==> src/hw/ioxp_defs.vh <==
// Register map, field positions and reset values of the expander port.
`ifndef IOXP_DEFS_VH
`define IOXP_DEFS_VH

`define IOXP_ADDR_DIR      8'h00
`define IOXP_ADDR_PIN_EN   8'h02
`define IOXP_ADDR_DEFVAL   8'h03
`define IOXP_ADDR_CMPSEL   8'h04
`define IOXP_ADDR_CONFIG   8'h05
`define IOXP_ADDR_PULLUP   8'h06
`define IOXP_ADDR_FLAGS    8'h07
`define IOXP_ADDR_CAPTURE  8'h08
`define IOXP_ADDR_PORT     8'h09
`define IOXP_ADDR_LATCH    8'h0a
`define IOXP_ADDR_LAST     8'h0a

`define IOXP_CFG_SEQ_DIS   5
`define IOXP_CFG_SLEW      4
`define IOXP_CFG_HA_EN     3
`define IOXP_CFG_OD_SEL    2
`define IOXP_CFG_POL       1
`define IOXP_CFG_WMASK     8'hfe

`define IOXP_RST_ZERO      8'h00
`define IOXP_RST_DIR       8'hff
`define IOXP_PTR_STEP      8'h01
`define IOXP_HW_ADDR_ZERO  3'h0
`endif

==> src/hw/ioxp_irq_out.v <==
// Interrupt output pin driver: open-drain or push-pull with polarity.
`timescale 1ns/10ps
`include "ioxp_defs.vh"
module ioxp_irq_out (
    input wire core_clk_i,   // Core clock.
    input wire rst_i,        // Synchronous reset, active high.
    input wire pending_i,    // Interrupt pending level.
    input wire od_sel_i,     // Open-drain select.
    input wire polarity_i,   // Active level when driven.
    output reg irq_o,        // Pin output value.
    output reg irq_oe_o      // Pin output enable.
);
    always @(posedge core_clk_i) begin
        if (rst_i) begin
            irq_o <= 1'b1;
            irq_oe_o <= 1'b1;
        end else if (od_sel_i) begin
            // Open-drain pulls low only while pending.
            irq_o <= 1'b0;
            irq_oe_o <= pending_i;
        end else begin
            irq_o <= polarity_i ? pending_i : ~pending_i;
            irq_oe_o <= 1'b1;
        end
    end
endmodule

==> src/hw/ioxp_port.v <==
// One 8-bit expander port: register file, interrupt capture and pin control.
`timescale 1ns/10ps
`include "ioxp_defs.vh"
module ioxp_port (
    input wire core_clk_i,        // Core clock, 100 MHz.
    input wire rst_i,             // Synchronous reset, active high.
    input wire is_spi_i,          // High on the SPI variant.
    input wire [2:0] addr_pins_i, // Hardware address pins.
    input wire [7:0] pins_i,      // Present port pin levels.
    input wire addr_load_i,       // Pulse: load register pointer.
    input wire [7:0] addr_i,      // Register address to load.
    input wire wr_i,              // Pulse: write data byte.
    input wire [7:0] wdata_i,     // Write data byte.
    input wire rd_i,              // Pulse: fetch read byte.
    input wire rd_done_i,         // Pulse: last read bit shifted out.
    output reg [7:0] rdata_o,     // Read data byte.
    output reg [7:0] pins_o,      // Pin output values.
    output reg [7:0] pins_oe_o,   // Pin output enables.
    output reg [7:0] pullup_o,    // Weak pull-up enables.
    output reg [2:0] hw_addr_o,   // Effective device address.
    output reg slew_ctrl_o,       // Slew control for serial data.
    output reg [7:0] ptr_o,       // Current register pointer.
    output reg irq_out_first_port_o,   // Interrupt pin value.
    output reg irq_out_first_port_oe_o // Interrupt pin enable.
);
    reg [7:0] dir_r;
    reg [7:0] pin_irq_enable_r;
    reg [7:0] defval_r;
    reg [7:0] cmpsel_r;
    reg [7:0] expander_config_r;
    reg [7:0] pullup_enable_r;
    reg [7:0] interrupt_flags_r;
    reg [7:0] interrupt_capture_r;
    reg [7:0] output_latch_r;
    reg [7:0] prev_pins_r;
    reg [7:0] ptr_r;
    reg pending_r;
    reg clr_src_r;
    reg [7:0] ptr_nxt;
    reg [7:0] rd_mux;
    wire [7:0] cause;
    wire irq_pin;
    wire irq_pin_oe;
    wire clear_now;
    wire auto_increment_disable;
    wire hw_address_enable;
    wire irq_open_drain_sel;
    wire irq_polarity;

    // True when the pointer addresses a given register.
    function is_addr;
        input [7:0] ptr;
        input [7:0] target;
        begin
            is_addr = (ptr == target);
        end
    endfunction

    assign auto_increment_disable = expander_config_r[`IOXP_CFG_SEQ_DIS];
    assign hw_address_enable = expander_config_r[`IOXP_CFG_HA_EN];
    assign irq_open_drain_sel = expander_config_r[`IOXP_CFG_OD_SEL];
    assign irq_polarity = expander_config_r[`IOXP_CFG_POL];

    // Only enabled input pins compare, against default or previous level.
    assign cause = pin_irq_enable_r & dir_r &
                   (pins_i ^ ((cmpsel_r & defval_r) |
                              (~cmpsel_r & prev_pins_r)));
    assign clear_now = rd_done_i & clr_src_r;

    ////////////////////////////////////////////////////////////////////
    // Register pointer.
    always @* begin
        ptr_nxt = ptr_r;
        if (addr_load_i) begin
            ptr_nxt = addr_i;
        end else if ((wr_i | rd_i) && !auto_increment_disable) begin
            ptr_nxt = (ptr_r == `IOXP_ADDR_LAST) ? `IOXP_RST_ZERO :
                      ptr_r + `IOXP_PTR_STEP;
        end
    end

    always @(posedge core_clk_i) begin
        if (rst_i) begin
            ptr_r <= `IOXP_RST_ZERO;
        end else begin
            ptr_r <= ptr_nxt;
        end
    end

    ////////////////////////////////////////////////////////////////////
    // Register writes. Flags and capture have no write path at all.
    always @(posedge core_clk_i) begin
        if (rst_i) begin
            dir_r <= `IOXP_RST_DIR;
            pin_irq_enable_r <= `IOXP_RST_ZERO;
            defval_r <= `IOXP_RST_ZERO;
            cmpsel_r <= `IOXP_RST_ZERO;
            expander_config_r <= `IOXP_RST_ZERO;
            pullup_enable_r <= `IOXP_RST_ZERO;
            output_latch_r <= `IOXP_RST_ZERO;
        end else if (wr_i) begin
            if (is_addr(ptr_r, `IOXP_ADDR_DIR))
                dir_r <= wdata_i;
            if (is_addr(ptr_r, `IOXP_ADDR_PIN_EN))
                pin_irq_enable_r <= wdata_i;
            if (is_addr(ptr_r, `IOXP_ADDR_DEFVAL))
                defval_r <= wdata_i;
            if (is_addr(ptr_r, `IOXP_ADDR_CMPSEL))
                cmpsel_r <= wdata_i;
            if (is_addr(ptr_r, `IOXP_ADDR_CONFIG))
                expander_config_r <= wdata_i & `IOXP_CFG_WMASK;
            if (is_addr(ptr_r, `IOXP_ADDR_PULLUP))
                pullup_enable_r <= wdata_i;
            if (is_addr(ptr_r, `IOXP_ADDR_PORT) ||
                    is_addr(ptr_r, `IOXP_ADDR_LATCH))
                output_latch_r <= wdata_i;
        end
    end

    ////////////////////////////////////////////////////////////////////
    // Interrupt capture. A clear in the same cycle as a new cause lets
    // the new event take over, so a cause still present at the clear is not lost.
    always @(posedge core_clk_i) begin
        if (rst_i) begin
            pending_r <= 1'b0;
            interrupt_flags_r <= `IOXP_RST_ZERO;
            interrupt_capture_r <= `IOXP_RST_ZERO;
            prev_pins_r <= `IOXP_RST_ZERO;
            clr_src_r <= 1'b0;
        end else begin
            if (rd_i)
                clr_src_r <= is_addr(ptr_r, `IOXP_ADDR_PORT) ||
                             is_addr(ptr_r, `IOXP_ADDR_CAPTURE);
            else if (rd_done_i)
                clr_src_r <= 1'b0;
            if ((!pending_r || clear_now) && |cause) begin
                pending_r <= 1'b1;
                interrupt_flags_r <= cause;
                interrupt_capture_r <= pins_i;
            end else if (clear_now) begin
                pending_r <= 1'b0;
                interrupt_flags_r <= `IOXP_RST_ZERO;
            end
            // Previous level is re-armed only while nothing is pending or a clear is taken.
            if (!pending_r || clear_now)
                prev_pins_r <= pins_i;
        end
    end

    ////////////////////////////////////////////////////////////////////
    // Read data and pin outputs.
    always @* begin
        case (ptr_r)
            `IOXP_ADDR_DIR: rd_mux = dir_r;
            `IOXP_ADDR_PIN_EN: rd_mux = pin_irq_enable_r;
            `IOXP_ADDR_DEFVAL: rd_mux = defval_r;
            `IOXP_ADDR_CMPSEL: rd_mux = cmpsel_r;
            `IOXP_ADDR_CONFIG: rd_mux = expander_config_r;
            `IOXP_ADDR_PULLUP: rd_mux = pullup_enable_r;
            `IOXP_ADDR_FLAGS: rd_mux = interrupt_flags_r;
            `IOXP_ADDR_CAPTURE: rd_mux = interrupt_capture_r;
            `IOXP_ADDR_PORT: rd_mux = pins_i;
            `IOXP_ADDR_LATCH: rd_mux = output_latch_r;
            default: rd_mux = `IOXP_RST_ZERO;
        endcase
    end

    always @(posedge core_clk_i) begin
        if (rst_i) begin
            rdata_o <= `IOXP_RST_ZERO;
            pins_o <= `IOXP_RST_ZERO;
            pins_oe_o <= `IOXP_RST_ZERO;
            pullup_o <= `IOXP_RST_ZERO;
            hw_addr_o <= `IOXP_HW_ADDR_ZERO;
            slew_ctrl_o <= 1'b0;
            ptr_o <= `IOXP_RST_ZERO;
        end else begin
            if (rd_i)
                rdata_o <= rd_mux;
            pins_o <= output_latch_r;
            pins_oe_o <= ~dir_r;
            pullup_o <= pullup_enable_r & dir_r;
            hw_addr_o <= (!is_spi_i || hw_address_enable) ?
                         addr_pins_i : `IOXP_HW_ADDR_ZERO;
            slew_ctrl_o <= ~expander_config_r[`IOXP_CFG_SLEW];
            ptr_o <= ptr_nxt;
        end
    end

    ioxp_irq_out u_irq (
        .core_clk_i(core_clk_i),
        .rst_i(rst_i),
        .pending_i(pending_r),
        .od_sel_i(irq_open_drain_sel),
        .polarity_i(irq_polarity),
        .irq_o(irq_pin),
        .irq_oe_o(irq_pin_oe)
    );

    always @(posedge core_clk_i) begin
        if (rst_i) begin
            irq_out_first_port_o <= 1'b1;
            irq_out_first_port_oe_o <= 1'b1;
        end else begin
            irq_out_first_port_o <= irq_pin;
            irq_out_first_port_oe_o <= irq_pin_oe;
        end
    end
endmodule

==> config.mk <==
export PLATFORM = sky130hd
export DESIGN_NAME = ioxp_port
export DESIGN_NICKNAME = d
export VERILOG_FILES = /design/src/hw/ioxp_irq_out.v /design/src/hw/ioxp_port.v
export VERILOG_INCLUDE_DIRS = /design/src /design/src/hw
export SDC_FILE = /design/constraint.sdc
export NUM_CORES = 1
export LEC_CHECK = 0
export ABC_CLOCK_PERIOD_IN_PS = 2100
export BUFFER_PORTS_ARGS = -buffer_cell sky130_fd_sc_hd__clkbuf_2
export CAP_MARGIN = 40
export CORE_UTILIZATION = 45
export DETAILED_ROUTE_END_ITERATION = 12
export PLACE_DENSITY_LB_ADDON = 0.12
export SYNTH_ARGS = -nofsm -noshare
export SYNTH_HDL_FRONTEND = slang
export SYNTH_HIERARCHICAL = 1
export SYNTH_SLANG_ARGS = --single-unit
==> constraint.sdc <==
create_clock -name core_clk_i -period 2.1 [get_ports core_clk_i]
set_input_delay 0.315 -clock core_clk_i [delete_from_list [all_inputs] [get_ports core_clk_i]]
set_output_delay 0.315 -clock core_clk_i [all_outputs]
set_load 0.02 [all_outputs]
* Word-level counts from Yosys, hierarchy flattened
Index checks and enable logic that the tools add are counted.
Storage, ports and cells: bits in registers 129, input bits 34, output and inout port bits 46
Cells by class: add/sub/neg operators 1, eq/ne operators 9, muxes and demuxes 12, bitwise operators 15, reductions and logical operators 23
Operators by type and width (number):
- case mux 8 bit (10 select lines) | 1
- bitwise AND 8 bit | 5
- two-way mux 8 bit | 5
- == test 8 x 3 -> 1 bit (second input constant) | 4
- == test 8 x 4 -> 1 bit (second input constant) | 3
- == test 8 x 2 -> 1 bit (second input constant) | 2
- NOT 8 bit | 2
- AND reduction 2 bit | 7
- adder 8 x 1 -> 8 bit (second input constant) | 1
- zero test 8 bit | 1
- OR 8 bit | 1
- OR reduction 8 bit | 1
- bitwise XOR 8 bit | 1
- two-way mux 1 bit | 6
- nonzero test 2 bit | 3
- logical OR 1 bit | 4
- NOT 1 bit | 4
- OR reduction 2 bit | 2
- zero test 1 bit | 3
- logical AND 1 bit | 2
- bitwise AND 1 bit | 1
- OR 1 bit | 1

* Longest topological paths before layout
depth in word-level cells 8, gate-level depth with buffers 9, gate-level depth less buffers 8

* By module
The synthesis kept the hierarchy.
Modules (own cells, without submodules):
- ioxp_port | times used 1, cells each 620, area an instance 5609.1 um^2
- ioxp_irq_out | times used 1, cells each 5, area an instance 65.1 um^2

* Worst setup path before layout
No wires, ideal clock.
path type flip-flop to flip-flop, start point reg ptr_o[0] (netlist name), end point reg rdata_o[5], arrival 2.066 ns, required time 2.040 ns, path slack -0.026 ns, cell stages (with the launch flop) 9, path buffers 2, clock period less this slack 2.126 ns, cells stage by stage dfxtp_1 > ha_1 > clkbuf_1 > a2111o_1 > nand3_1 > or3b_1 > buf_6 > a2111oi_2 > a221o_1
RTL lines:
- end signal, assigned | line ioxp_port.v:170 | rdata_o <= `IOXP_RST_ZERO;
- end signal, assigned | line ioxp_port.v:179 | rdata_o <= rd_mux;
- end, declared | line ioxp_port.v:16 | output reg [7:0] rdata_o,

==> impl_results.md <==
* Core Region at ~12,000 um2
* Clk sinks at 129
* Beginning of the critical path: ptr_o[6]$_SDFFE_PP0P_
* Hold path startpoint: addr_pins_i[1]
* Count leader, synth: dfxtp_1
* Critical Path RT at about 2500 ps
* Slew headroom at between 50% and 60%
* Post-synth top cells: dfxtp_1 (129), nor2_1 (100), mux2i_1 (69), nand2_1 (51), a21oi_1 (30)
* CP max stage delay at 410 ps
* Hold slack at around 100 ps
* WL/cell at about 18 um
* Area grow syn2layout at 23.1%
* Mean post-synth cell area at 9.08 um2
* Final ANT Viol Nets at 0
* Fin crit period at between 2000 and 2500 ps
* Top cells by area, synth: dfxtp_1 (46%), mux2i_1 (12%), nor2_1 (6.6%)
* CTS root buffer: clkbuf_16
* Worst flop-to-flop path endpoint: rdata_o[3]$_SDFFE_PP0P_
* GPL Wtd Cong at 0.871
* Height of the die at 114 um
* Core Rows at 40
* Pwr dens at roughly 870 nW/um2
* Post-Route Setup TNS at 0 ps
* Drt pass-1 iters at 5
* RSZ-0062 raised after global routing: no
* Mapped Nets at 663
* CTS tree: yes
* Hold depth at 2
* Peak supply drop at 0.000450 V
* Pin count of the biggest net entering global routing at 82
* Largest area contributor in the netlist: dfxtp_1
* CP bufs+invs at 2
* Mapped Cells at 625
* Worst hold path type: in2reg
* Yosys top cell area share at between 40% and 50%
* Crit path max fanout at 12
* Sequential area share after synthesis at 45.5%
* Crit-path cells: nor4_4 > buf_4 > and2_1 > buf_12 > a22o_1 > a21oi_1 > o221ai_1 > a22o_1
* Drt drc at 0
* Worst path slowest cell: nor4_4
* Top Usage Layer GRT: met2
* CP most frequent cell: a22o_1
* Outcome: completed
* Max-cap violations at 0
* Mapped Area at around 5700 um2
* Clk_lat worst skew at 420 ps
* #FFs+latches synth at 129
* Worst Reg-to-Reg Cells at 8
* Die area at 13,100 um2
* EDFF count, synth at 0
* Clock Skew at 10.6 ps
* Num CTS Buffers at 17
* Fmax at 0.498 GHz
* Synth cell types at 56
* Main synth FF type: dfxtp_1
* Crit path DAT at 2370 ps
* Leak at 3.08 nW
* GR Util All Layers at 26.3%
* Post-DP HPWL at 11.7 mm
* Hold Violations, Final at 0
* Via density at 5.51
* FF-to-FF Start: ptr_o[6]$_SDFFE_PP0P_
* Drt total wl at 16.3 mm
* Initial DRC Count at 376
* Flop-to-flop setup slack at 90 ps
* Clk slew on worst S/H paths at ~50 ps
* Final Cycle Share at 95.7%
* Slew Viols, Final at 0
* Endpoint class of the critical path: register
* Synth warnings at 6
* Boundary Pins at 80
* Global-route wire length before repair at 25.6 mm
* Global Route met1 Usage at between 30 and 40%
* Async set-reset flop share out of synthesis at 0%
* Final setup violation count at 0
* GR Overflow Total at 0
* CP Class: reg2reg
* Met2 usage at between 40 and 50%
* Critical Path Start Type: register
* PortBufs at 79
* Effective utilization at floorplan at 46.7%
* Largest delay share family, worst path: compound AO/OA/AOI/OAI gates
* Slew @ Worst Pin at slightly above 700 ps
* Max Root-Sink Buffers at 2
* Layout cell share with drive strength beyond 1 at 22.8%
* Die Width at between 100 and 150 um
* Via Count at 4,964
* Vias in the first global route at approximately 4,700
* Htree depth at 4
* Hold path endpoint: hw_addr_o[1]$_SDFF_PP0_
* Total power at 0.00610 W
* Fin nets at 758
* Initial antenna violation count at 0
* Global Route met3 Usage at 5.13%
* Diode count at 0
[final cells by class]
| type | count | area (um2) |
|---|---|---|
| Fill cell | 1135 | 5170 |
| Multi-Input combinational cell | 442 | 2830 |
| Sequential cell | 129 | 2580 |
| Timing Repair Buffer | 114 | 723 |
| Clock buffer | 21 | 440 |
| Tap cell | 168 | 210 |
| Clock inverter | 11 | 139 |
| Inverter | 16 | 60.1 |
[cells in the final DEF (no fill, tap or decap), drive strengths merged, types with 5 or more instances in the layout]
| master | count |
|---|---|
| dfxtp | 129 |
| nor2 | 100 |
| clkbuf | 99 |
| mux2i | 69 |
| nand2 | 51 |
| buf | 36 |
| a21oi | 31 |
| nand3 | 26 |
| o21ai | 22 |
| nand3b | 21 |
| inv | 16 |
| a22oi | 16 |
| nor2b | 16 |
| nor3 | 10 |
| a221oi | 8 |
| a211o | 8 |
| and2 | 8 |
| clkinv | 6 |
| a22o | 5 |
[registers in the layout, indices dropped and copies added, names as in the netlist, 3 cells and up]
register / flops
cmpsel_r: 8
defval_r: 8
dir_r: 8
expander_config_r: 7
hw_addr_o: 3
interrupt_capture_r: 8
interrupt_flags_r: 8
output_latch_r: 8
pin_irq_enable_r: 8
pins_o: 8
pins_oe_o: 8
prev_pins_r: 8
ptr_o: 8
pullup_enable_r: 8
pullup_o: 8
rdata_o: 8
[how the worst max path moves through the flow]
stage	endpoint	slack (ps)	cells after the start
after CTS	rdata_o[5]$_SDFFE_PP0P_	40	6
after global routing	rdata_o[7]$_SDFFE_PP0P_	5	8
after detailed placement	rdata_o[5]$_SDFFE_PP0P_	50	6
after floorplan	rdata_o[5]$_SDFFE_PP0P_	100	8
after global placement	rdata_o[5]$_SDFFE_PP0P_	90	8
final	rdata_o[3]$_SDFFE_PP0P_	90	8
[power by group]
group          internal, W  leakage, nW  switching (W)
Clock              0.00185        0.281        0.00105
Combinational     0.000241         1.75       0.000385
Sequential         0.00251         1.05      0.0000544
Total              0.00461         3.08        0.00149
[repair_timing]
| item | 4_1_cts | 5_1_grt |
|---|---|---|
| endpoints found under the setup margin | 0 | 18 |
| endpoints found under the hold margin | 0 | 0 |
| gates resized for setup | 0 | 4 |
| hold buffers | 0 | 0 |
| setup buffers | 0 | 1 |
[stage by stage]
step	area, um2	utilization (%)	std cells	setup slack (ps)
floorplan	5680	-	625	95.9
global placement	6390	52.5	868	91.1
detailed placement	6390	52.5	868	47.0
CTS	6970	57.3	900	38.8
global route	6990	57.4	901	5.27
finish	6990	57.4	901	90.1
[per-layer routing]
metal	up-vias	routed length (um)
li1	2398	-
met2	162	7570
met3	35	866
met1	2369	7300
met4	0	590
met5	-	0
[cells by family after synthesis]
kind of cell / after synthesis / synth area share (%)
DFF: 129 / 45.5
and+or+nand+nor: 248 / 21.5
adders and majority gates: 4 / 0.882
xor gates and xnor gates: 1 / 0.154
muxes: 71 / 12.6
AOI/OAI and AO/OA: 118 / 14.5
buffers and inverters: 54 / 4.87
Power figures use the tool's default switching activity.
